## src/rtl/pao_consts.svh

```systemverilog
// Named constants for the pipelined converter output port.
// Assumes it is included by its bare name from the package and the design.
`ifndef PAO_CONSTS_SVH
`define PAO_CONSTS_SVH

// Result width in bits; bit 0 is the least significant line of the bus.
`define PAO_BITS 10
// Number of one-bit pipeline stages.
`define PAO_STAGES 10
// System clock period in picoseconds (250 MHz).
`define PAO_CLK_PERIOD_PS 4000
// Aperture delay after the conversion clock rising edge, in picoseconds.
`define PAO_APERTURE_PS 1000
// Aperture delay in system cycles, a least time rounded up, never below one.
`define PAO_APERTURE_CYC \
  ((((`PAO_APERTURE_PS) + (`PAO_CLK_PERIOD_PS) - 1) / (`PAO_CLK_PERIOD_PS)) < 1 ? 1 : \
   (((`PAO_APERTURE_PS) + (`PAO_CLK_PERIOD_PS) - 1) / (`PAO_CLK_PERIOD_PS)))
// Width of the aperture counter.
`define PAO_AP_CNT_W 4
// Reset value of the active-low bus enable: bus released.
`define PAO_OE_N_RST 1'b1
// Reset value of the reference disconnect flag: internal reference in use.
`define PAO_REF_DIS_RST 1'b0
// Reset value of the output code.
`define PAO_CODE_RST 10'h000

`endif

```

## src/rtl/pao_pkg.sv

```systemverilog
// Types shared by the pipelined converter output port.
// Assumes pao_consts.svh is on the include path.
`include "pao_consts.svh"

package pao_pkg;

  // Sampling phase: waiting for a rising edge, or counting the aperture.
  typedef enum logic [0:0] {
    PH_IDLE = 1'b0,
    PH_WAIT = 1'b1
  } pao_phase_e;

  // One pipeline slot: a valid flag, the remaining residue and the bits resolved so far.
  typedef struct packed {
    logic valid;
    logic [`PAO_BITS-1:0] residue;
    logic [`PAO_BITS-1:0] code;
  } pao_stage_s;

  // Output bus carrier: the code and its active-low drive enable.
  typedef struct packed {
    logic [`PAO_BITS-1:0] code;
    logic oe_n;
  } pao_bus_s;

  // Whole state of the port.
  typedef struct packed {
    logic conv_s1;
    logic conv_s2;
    logic conv_prev;
    logic oe_s1;
    logic oe_s2;
    logic ref_s1;
    logic ref_s2;
    logic [`PAO_BITS-1:0] ain_s1;
    logic [`PAO_BITS-1:0] ain_s2;
    pao_phase_e ph;
    logic [`PAO_AP_CNT_W-1:0] ap_cnt;
    logic [`PAO_BITS-1:0] track;
    pao_stage_s [`PAO_STAGES-1:0] pipe;
    logic [`PAO_BITS-1:0] bus;
    logic oe_n;
    logic ref_dis;
  } pao_state_s;

endpackage : pao_pkg

```

## src/rtl/pao_adc_port.sv

```systemverilog
// Digital side of a ten-stage pipelined converter with a three-state result bus.
// Assumes the conversion clock, the sampled level and the control pins arrive
// asynchronously to i_clk, and that the conversion clock is far slower than i_clk.
//
// Overview of operation
// - Ten one-bit stages, advancing every clock edge.
// - Extra half cycle for error correction.
// - Code appears 5.5 conversion clocks after sampling.
// - Track from rising edge until aperture count ends, then hold.
// - Reference select high disconnects internal reference.
// - Offset binary, LSB on lowest line.
// - Full scale 1023, midscale 512, bottom 0.
// - Bus driven while enable low, else released.
// - Output updates after conversion clock falling edge.
// - Sample taken aperture delay after rising edge.
`timescale 1ns/1ps
// Widths and counts come from the shared constants header, guarded against double inclusion.
`include "pao_consts.svh"

module pao_adc_port (
  input wire logic i_clk,
  input wire logic i_arst_n,
  input wire logic i_conv_clk,
  input wire logic [`PAO_BITS-1:0] i_ain_level,
  input wire logic i_oe_n,
  input wire logic i_ref_powerdown_select,
  output pao_pkg::pao_bus_s o_sample_code_bus,
  output logic o_internal_ref_on
);

  // Aperture delay in cycles, at the counter's width.
  localparam logic [`PAO_AP_CNT_W-1:0] AP_CYC = `PAO_AP_CNT_W'(`PAO_APERTURE_CYC);

  // Registered state and its next value.
  pao_pkg::pao_state_s st;
  pao_pkg::pao_state_s next_st;

  // Edges of the synchronised conversion clock.
  logic conv_rise;
  logic conv_fall;
  // Slot entering the first stage on a falling edge.
  pao_pkg::pao_stage_s load_entry;
  // Inputs and results of each stage for one advance.
  pao_pkg::pao_stage_s stage_in [`PAO_STAGES];
  pao_pkg::pao_stage_s stage_out [`PAO_STAGES];

  // Edge detection reads only the second and third flops of the clock chain.
  assign conv_rise = st.conv_s2 & ~st.conv_prev;
  assign conv_fall = ~st.conv_s2 & st.conv_prev;

  // The held sample is recoded to offset binary by inverting the sign bit.
  // offset binary coding
  always_comb begin
    load_entry.valid = conv_fall;
    load_entry.residue = {~st.track[`PAO_BITS-1], st.track[`PAO_BITS-2:0]};
    load_entry.code = `PAO_CODE_RST;
  end

  // Each stage takes the top residue bit as its result and doubles the residue.
  // one bit per stage
  genvar k;
  generate
    for (k = 0; k < `PAO_STAGES; k = k + 1) begin : g_stage
      if (k == 0) begin : g_first
        assign stage_in[k] = load_entry;
      end else begin : g_rest
        assign stage_in[k] = st.pipe[k-1];
      end
      assign stage_out[k].valid = stage_in[k].valid;
      assign stage_out[k].residue = {stage_in[k].residue[`PAO_BITS-2:0], 1'b0};
      assign stage_out[k].code = {stage_in[k].code[`PAO_BITS-2:0],
                                  stage_in[k].residue[`PAO_BITS-1]};
    end
  endgenerate

  // Next-state logic for synchronisers, sampling, pipeline and bus.
  always_comb begin
    next_st = st;
    // Two-flop synchronisers for every pin; nothing else reads the first flop.
    next_st.conv_s1 = i_conv_clk;
    next_st.conv_s2 = st.conv_s1;
    next_st.conv_prev = st.conv_s2;
    next_st.oe_s1 = i_oe_n;
    next_st.oe_s2 = st.oe_s1;
    next_st.ref_s1 = i_ref_powerdown_select;
    next_st.ref_s2 = st.ref_s1;
    next_st.ain_s1 = i_ain_level;
    next_st.ain_s2 = st.ain_s1;
    // Sampling phase machine.
    case (st.ph)
      pao_pkg::PH_IDLE: begin
        if (conv_rise) begin
          next_st.ph = pao_pkg::PH_WAIT;
          next_st.ap_cnt = AP_CYC;
        end
      end
      pao_pkg::PH_WAIT: begin
        if (st.conv_s2) begin
          next_st.track = st.ain_s2;
        end
        if (st.ap_cnt <= `PAO_AP_CNT_W'(1) || !st.conv_s2) begin
          next_st.ph = pao_pkg::PH_IDLE;
          next_st.ap_cnt = '0;
        end else begin
          next_st.ap_cnt = st.ap_cnt - `PAO_AP_CNT_W'(1);
        end
      end
      default: begin
        next_st.ph = pao_pkg::PH_IDLE;
      end
    endcase
    if (conv_rise || conv_fall) begin
      for (int i = 0; i < `PAO_STAGES; i++) begin
        next_st.pipe[i] = stage_out[i];
      end
    end
    if (conv_fall && st.pipe[`PAO_STAGES-1].valid) begin
      next_st.bus = st.pipe[`PAO_STAGES-1].code;
    end
    next_st.oe_n = st.oe_s2;
    next_st.ref_dis = st.ref_s2;
  end

  // State register; reset loads constants only.
  always_ff @(posedge i_clk or negedge i_arst_n) begin
    if (!i_arst_n) begin
      st <= '0;
      st.ph <= pao_pkg::PH_IDLE;
      st.bus <= `PAO_CODE_RST;
      st.oe_n <= `PAO_OE_N_RST;
      st.ref_dis <= `PAO_REF_DIS_RST;
    end else begin
      st <= next_st;
    end
  end

  // Outputs straight from flops.
  assign o_sample_code_bus.code = st.bus;
  assign o_sample_code_bus.oe_n = st.oe_n;
  assign o_internal_ref_on = ~st.ref_dis;
endmodule : pao_adc_port

```

## config.mk

```make
export PLATFORM = sky130hd
export DESIGN_NAME = pao_adc_port
export DESIGN_NICKNAME = d
export VERILOG_FILES = /design/src/rtl/pao_pkg.sv /design/src/rtl/pao_adc_port.sv
export VERILOG_INCLUDE_DIRS = /design/src /design/src/rtl
export SDC_FILE = /design/constraint.sdc
export NUM_CORES = 1
export LEC_CHECK = 0
export CORE_MARGIN = 2
export CORE_UTILIZATION = 50
export CTS_CLUSTER_SIZE = 28
export DETAILED_ROUTE_END_ITERATION = 6
export DONT_BUFFER_PORTS = 1
export PLACE_DENSITY = 0.66
export SYNTH_ARGS = -nofsm -noshare
export SYNTH_HDL_FRONTEND = slang
export SYNTH_SLANG_ARGS = --single-unit
export TNS_END_PERCENT = 20
```

## constraint.sdc

```tcl
create_clock -name i_clk -period 2 [get_ports i_clk]
set_clock_uncertainty 0.1 [all_clocks]
set_input_delay 0.3 -clock i_clk [delete_from_list [all_inputs] [get_ports i_clk]]
set_output_delay 0.3 -clock i_clk [all_outputs]
set_load 0.02 [all_outputs]
```

; ---- Yosys cells after proc, flatten, opt, wreduce, memory -nomap -nowiden
; Cells that the tools add are included.
[word_totals]
inputBits = 15
output_inout_bits = 12
word_cells = 63
regBits = 164
[classes]
magnitude_cmp = 1
n_reduce_logical = 5
eq_ne = 1
mux = 4
addsub = 1
bitwise_logic = 7
[op_table]
columns = operator, count
row1 = $pmux 5 s2, 1
row2 = $mux 5, 1
row3 = $not 1->1, 5
row4 = $le 4x1->1 const B, 1
row5 = $mux 4, 1
row6 = $sub 4x1->4 const B, 1
row7 = $and 1x1->1, 2
row8 = $logic_or 1x1->1, 2
row9 = $ne 2x2->1 const B, 1
row10 = $reduce_and 2->1, 1
row11 = $logic_and 1x1->1, 1
row12 = $logic_not 1->1, 1
row13 = $mux 1, 1

; ---- Depth between registers and ports, before layout
[depth]
ltp_word = 4
mapped_depth = 6

; ---- Worst setup path after synthesis
; OpenSTA, ideal clock, no wires.
[synth_path]
path_type = reg2reg
start = register st, in the netlist next_st[261]
end = register st[111] (netlist bit)
stages_incl_launch_ff = 5
path_slack_ns = 0.406
arrival_ns = 1.367
period_less_slack_ns = 1.594
setup_ns = 0.128
cell_sequence = dfrtp_1 -> ha_1 -> buf_2 -> buf_4 -> mux2_1
[synth_via]
elab_chain_cells = 3
[synth_lines]
columns = item, line_no
row1 = "start, declared", pao_adc_port.sv:35  ; pao_pkg::pao_state_s st;
row2 = "start signal, assigned", pao_adc_port.sv:133  ; st <= next_st;
row3 = $not 1->1, pao_adc_port.sv:49  ; assign conv_fall = ~st.conv_s2 & st.conv_prev;
row4 = $and 1x1->1, pao_adc_port.sv:49
row5 = $logic_or 1x1->1 (*), pao_adc_port.sv:112  ; if (conv_rise || conv_fall) begin
; Mark *: on every way between the ends. The rest lies on a longest branch, timed or not.
; A chain may end at the register's enable or synchronous reset.

; ---- Worst setup path after layout
[layout_path]
start = register st, in the netlist next_st[261]
end = register st[144] (netlist bit)
; The elaborated chain is that of the path after synthesis.

==> metrics.cfg <==
[grt]
grt_use_total_pct = 13.5
use_met3_pct = 5.95
first_global_vias = 2794
busiest_layer = met2
use_met2_pct = 20.1
grt_pass1_wl_um = 13200
grt_antenna_before_repair = 0
grt_max_degree = 165
grt_remaining_overflow = 0
grtUsageMet1_pct = 17.5

[routing]
drt_first_pass_iters = 6
wl_um = 7260
wl_per_cell_um = 14.0
vias_per_cell = 5.01
drt_iter0_markers = 149
vias = 2596
route.detailed.drc = 1
postRouteAntennaNets = 0

[logic_synthesis]
netlist_instances = 347
ys_seq_elements = 164
yosysTopAreaCell = dfrtp_1
postSynthAreaPerCell_um2 = 17.1
synth_cell_types = 18
yosysMostFrequentCell = dfrtp_1
syn_area_um2 = 5940
synth_top_area_share_pct = 68.7
synth_edf_count = 0
synth_ff_type = dfrtp_1
synth_top_cells_by_area = dfrtp_1 69%, mux2_1 20%, mux2_2 3.0%
synth-async-reset-ratio_pct = 100
syn-num-nets = 366
synth_common_cells = 163 x dfrtp_1, 105 x mux2_1, 20 x buf_4, 16 x mux2_2, 8 x mux2_4
ys_warn_count = 0
ys_seq_area_share_pct = 69.1

[pwr]
cellLeakagePower_nw = 3.10
ir_drop_mv = 0.815
power_density_nw_per_um2 = 1490
power_mw = 10.2

[clock_tree]
cts.sinks = 164
path_clk_slew_ps = 60
cts-buffers-inserted = 17
ctsHtreeMaxLevel = 4
hold_buffers = 13
cts_root_buffer = clkbuf_16
cts_tree = yes
post_cts.repair.setup_buffers = 0
cts_resized = 0
clk_latency_ps = 420
clockBufferDepth = 2

[setup_path]
cp_data_arrival_time_ps = 1960
regToRegSetupSlack_ps = 240
critPathMaxFanout = 18
cp_slowest_cell = ha_4
crit_type = reg2reg
slowest_delay_ps = 490
end_kind = flop
cp-start-kind = flop
crit_chain = ha_4 > buf_4 > mux2_2
required_ps = 2200

[flow_run]
cap_violations = 0

[timing]
rsz0062_at_grt = false
finalCriticalPeriod_ps = 1760
fmax_mhz = 569
hold_viol = 164
slew_headroom_pct = 63.8
setup_viol = 0
tightest_slew_ps = 534
post-route-period-util_pct = 87.9
hold_slack_ps = -520
finalMaxSlewViolations = 0
fin_tns_setup_ps = 0

[floorplan]
ios = 27
initial_core_util_pct = 51.6
die_h_um = 113
dieArea_um2 = 12800
coreArea_um2 = 11500
rows = 39
die_w_um = 113

[placed_design]
port_buffers = 0
dp_hpwl_um = 4280
dpl-instance-area_um2 = 6060
place_inst = 473
routabilityCongestion = 0.692

[finish]
fin_cells = 518
stdcell_area_um2 = 6830
nNetsFinal = 381
syn2layout_area_growth_pct = 15.0
drive_above_1_share_pct = 17.3
antennaDiodeCount = 0
utilization_pct = 59.3

[outcome]
violations = DRC, hold timing
status = finished, violations left

[worst_hold_path]
hold_class = in2async

logic make-up (layout without fill, tap and decap cells):
logic type	after synthesis	count (layout)	share of synthesized area [%]
simple gates	11	11	0.737
compound gates	8	8	0.822
mux	129	129	25.0
fa+ha+maj	4	4	0.843
flops	164	164	69.1
xor+xnor	1	1	0.148
buf+inv	30	58	3.35
worst paths after layout:
check | cells past startpoint | end | start
max | 3 | st[144]$_DFFE_PN0P_ | next_st[261]$_DFF_PN0_
min | 0 | st[0]$_DFF_PN0_ | i_arst_n
max reg2reg | 3 | st[144]$_DFFE_PN0P_ | next_st[261]$_DFF_PN0_
min reg2reg | 0 | next_st[1]$_DFF_PN0_ | next_st[259]$_DFF_PN0_
max in group asynchronous | 0 | st[165]$_DFFE_PN0P_ | i_arst_n
min in group i_clk | 0 | next_st[1]$_DFF_PN0_ | next_st[259]$_DFF_PN0_
state kept, by name, indices dropped and copies added (netlist names):
register           cells
load_entry             9
o_sample_code_bus     11
next_st               16
st                   128
cell type report:
class                           count  area, µm²
Clock buffer                       18        439
Clock inverter                     14        206
Fill cell                         852       4680
Inverter                            6       22.5
Multi-Input combinational cell    153       1650
Sequential cell                   164       4110
Tap cell                          143        179
Timing Repair Buffer               20        233
cell usage in the layout (no fill, tap or decap), drive strengths merged, types with 4 or more instances in the layout:
cell           n
dfrtp        163
mux2         129
clkbuf        18
dlygate4sd3   13
inv            8
clkinv         7
buf            7
nand2          6
bufinv         5
o21ai          4
ha             4
worst max-delay path, delay by kind of cell, from the launching register on:
| family | cells | cell delay [ps] |
|---|---|---|
| buffers and inverters | 1 | 260 |
| muxes | 1 | 350 |
| DFF | 1 | 440 |
| adders and majority gates | 1 | 490 |
where the power goes:
part | internal [mW] | switching (mW) | total [mW]
registers | 4.61 | 0.747 | 5.36
clock network | 2.24 | 1.25 | 3.49
logic | 0.896 | 0.432 | 1.33
total | 7.75 | 2.43 | 10.2
stage by stage:
| stage | hold slack (ps) | setup slack (ps) |
|---|---|---|
| finish | -520 | 242 |
| floorplan | -95.6 | 406 |
| global route | -552 | 161 |
| global placement | -91.9 | 264 |
| detailed placement | -91.2 | 230 |
| CTS | -546 | 216 |
per-layer routing:
| metal | share of wire (%) | routed length, µm | up-vias |
|---|---|---|---|
| met1 | 48 | 3500 | 1322 |
| li1 | - | - | 1223 |
| met5 | 0 | 0 | - |
| met2 | 46 | 3320 | 39 |
| met4 | 2.0 | 144 | 0 |
| met3 | 3.9 | 285 | 12 |
Power figures use the tool's default switching activity.
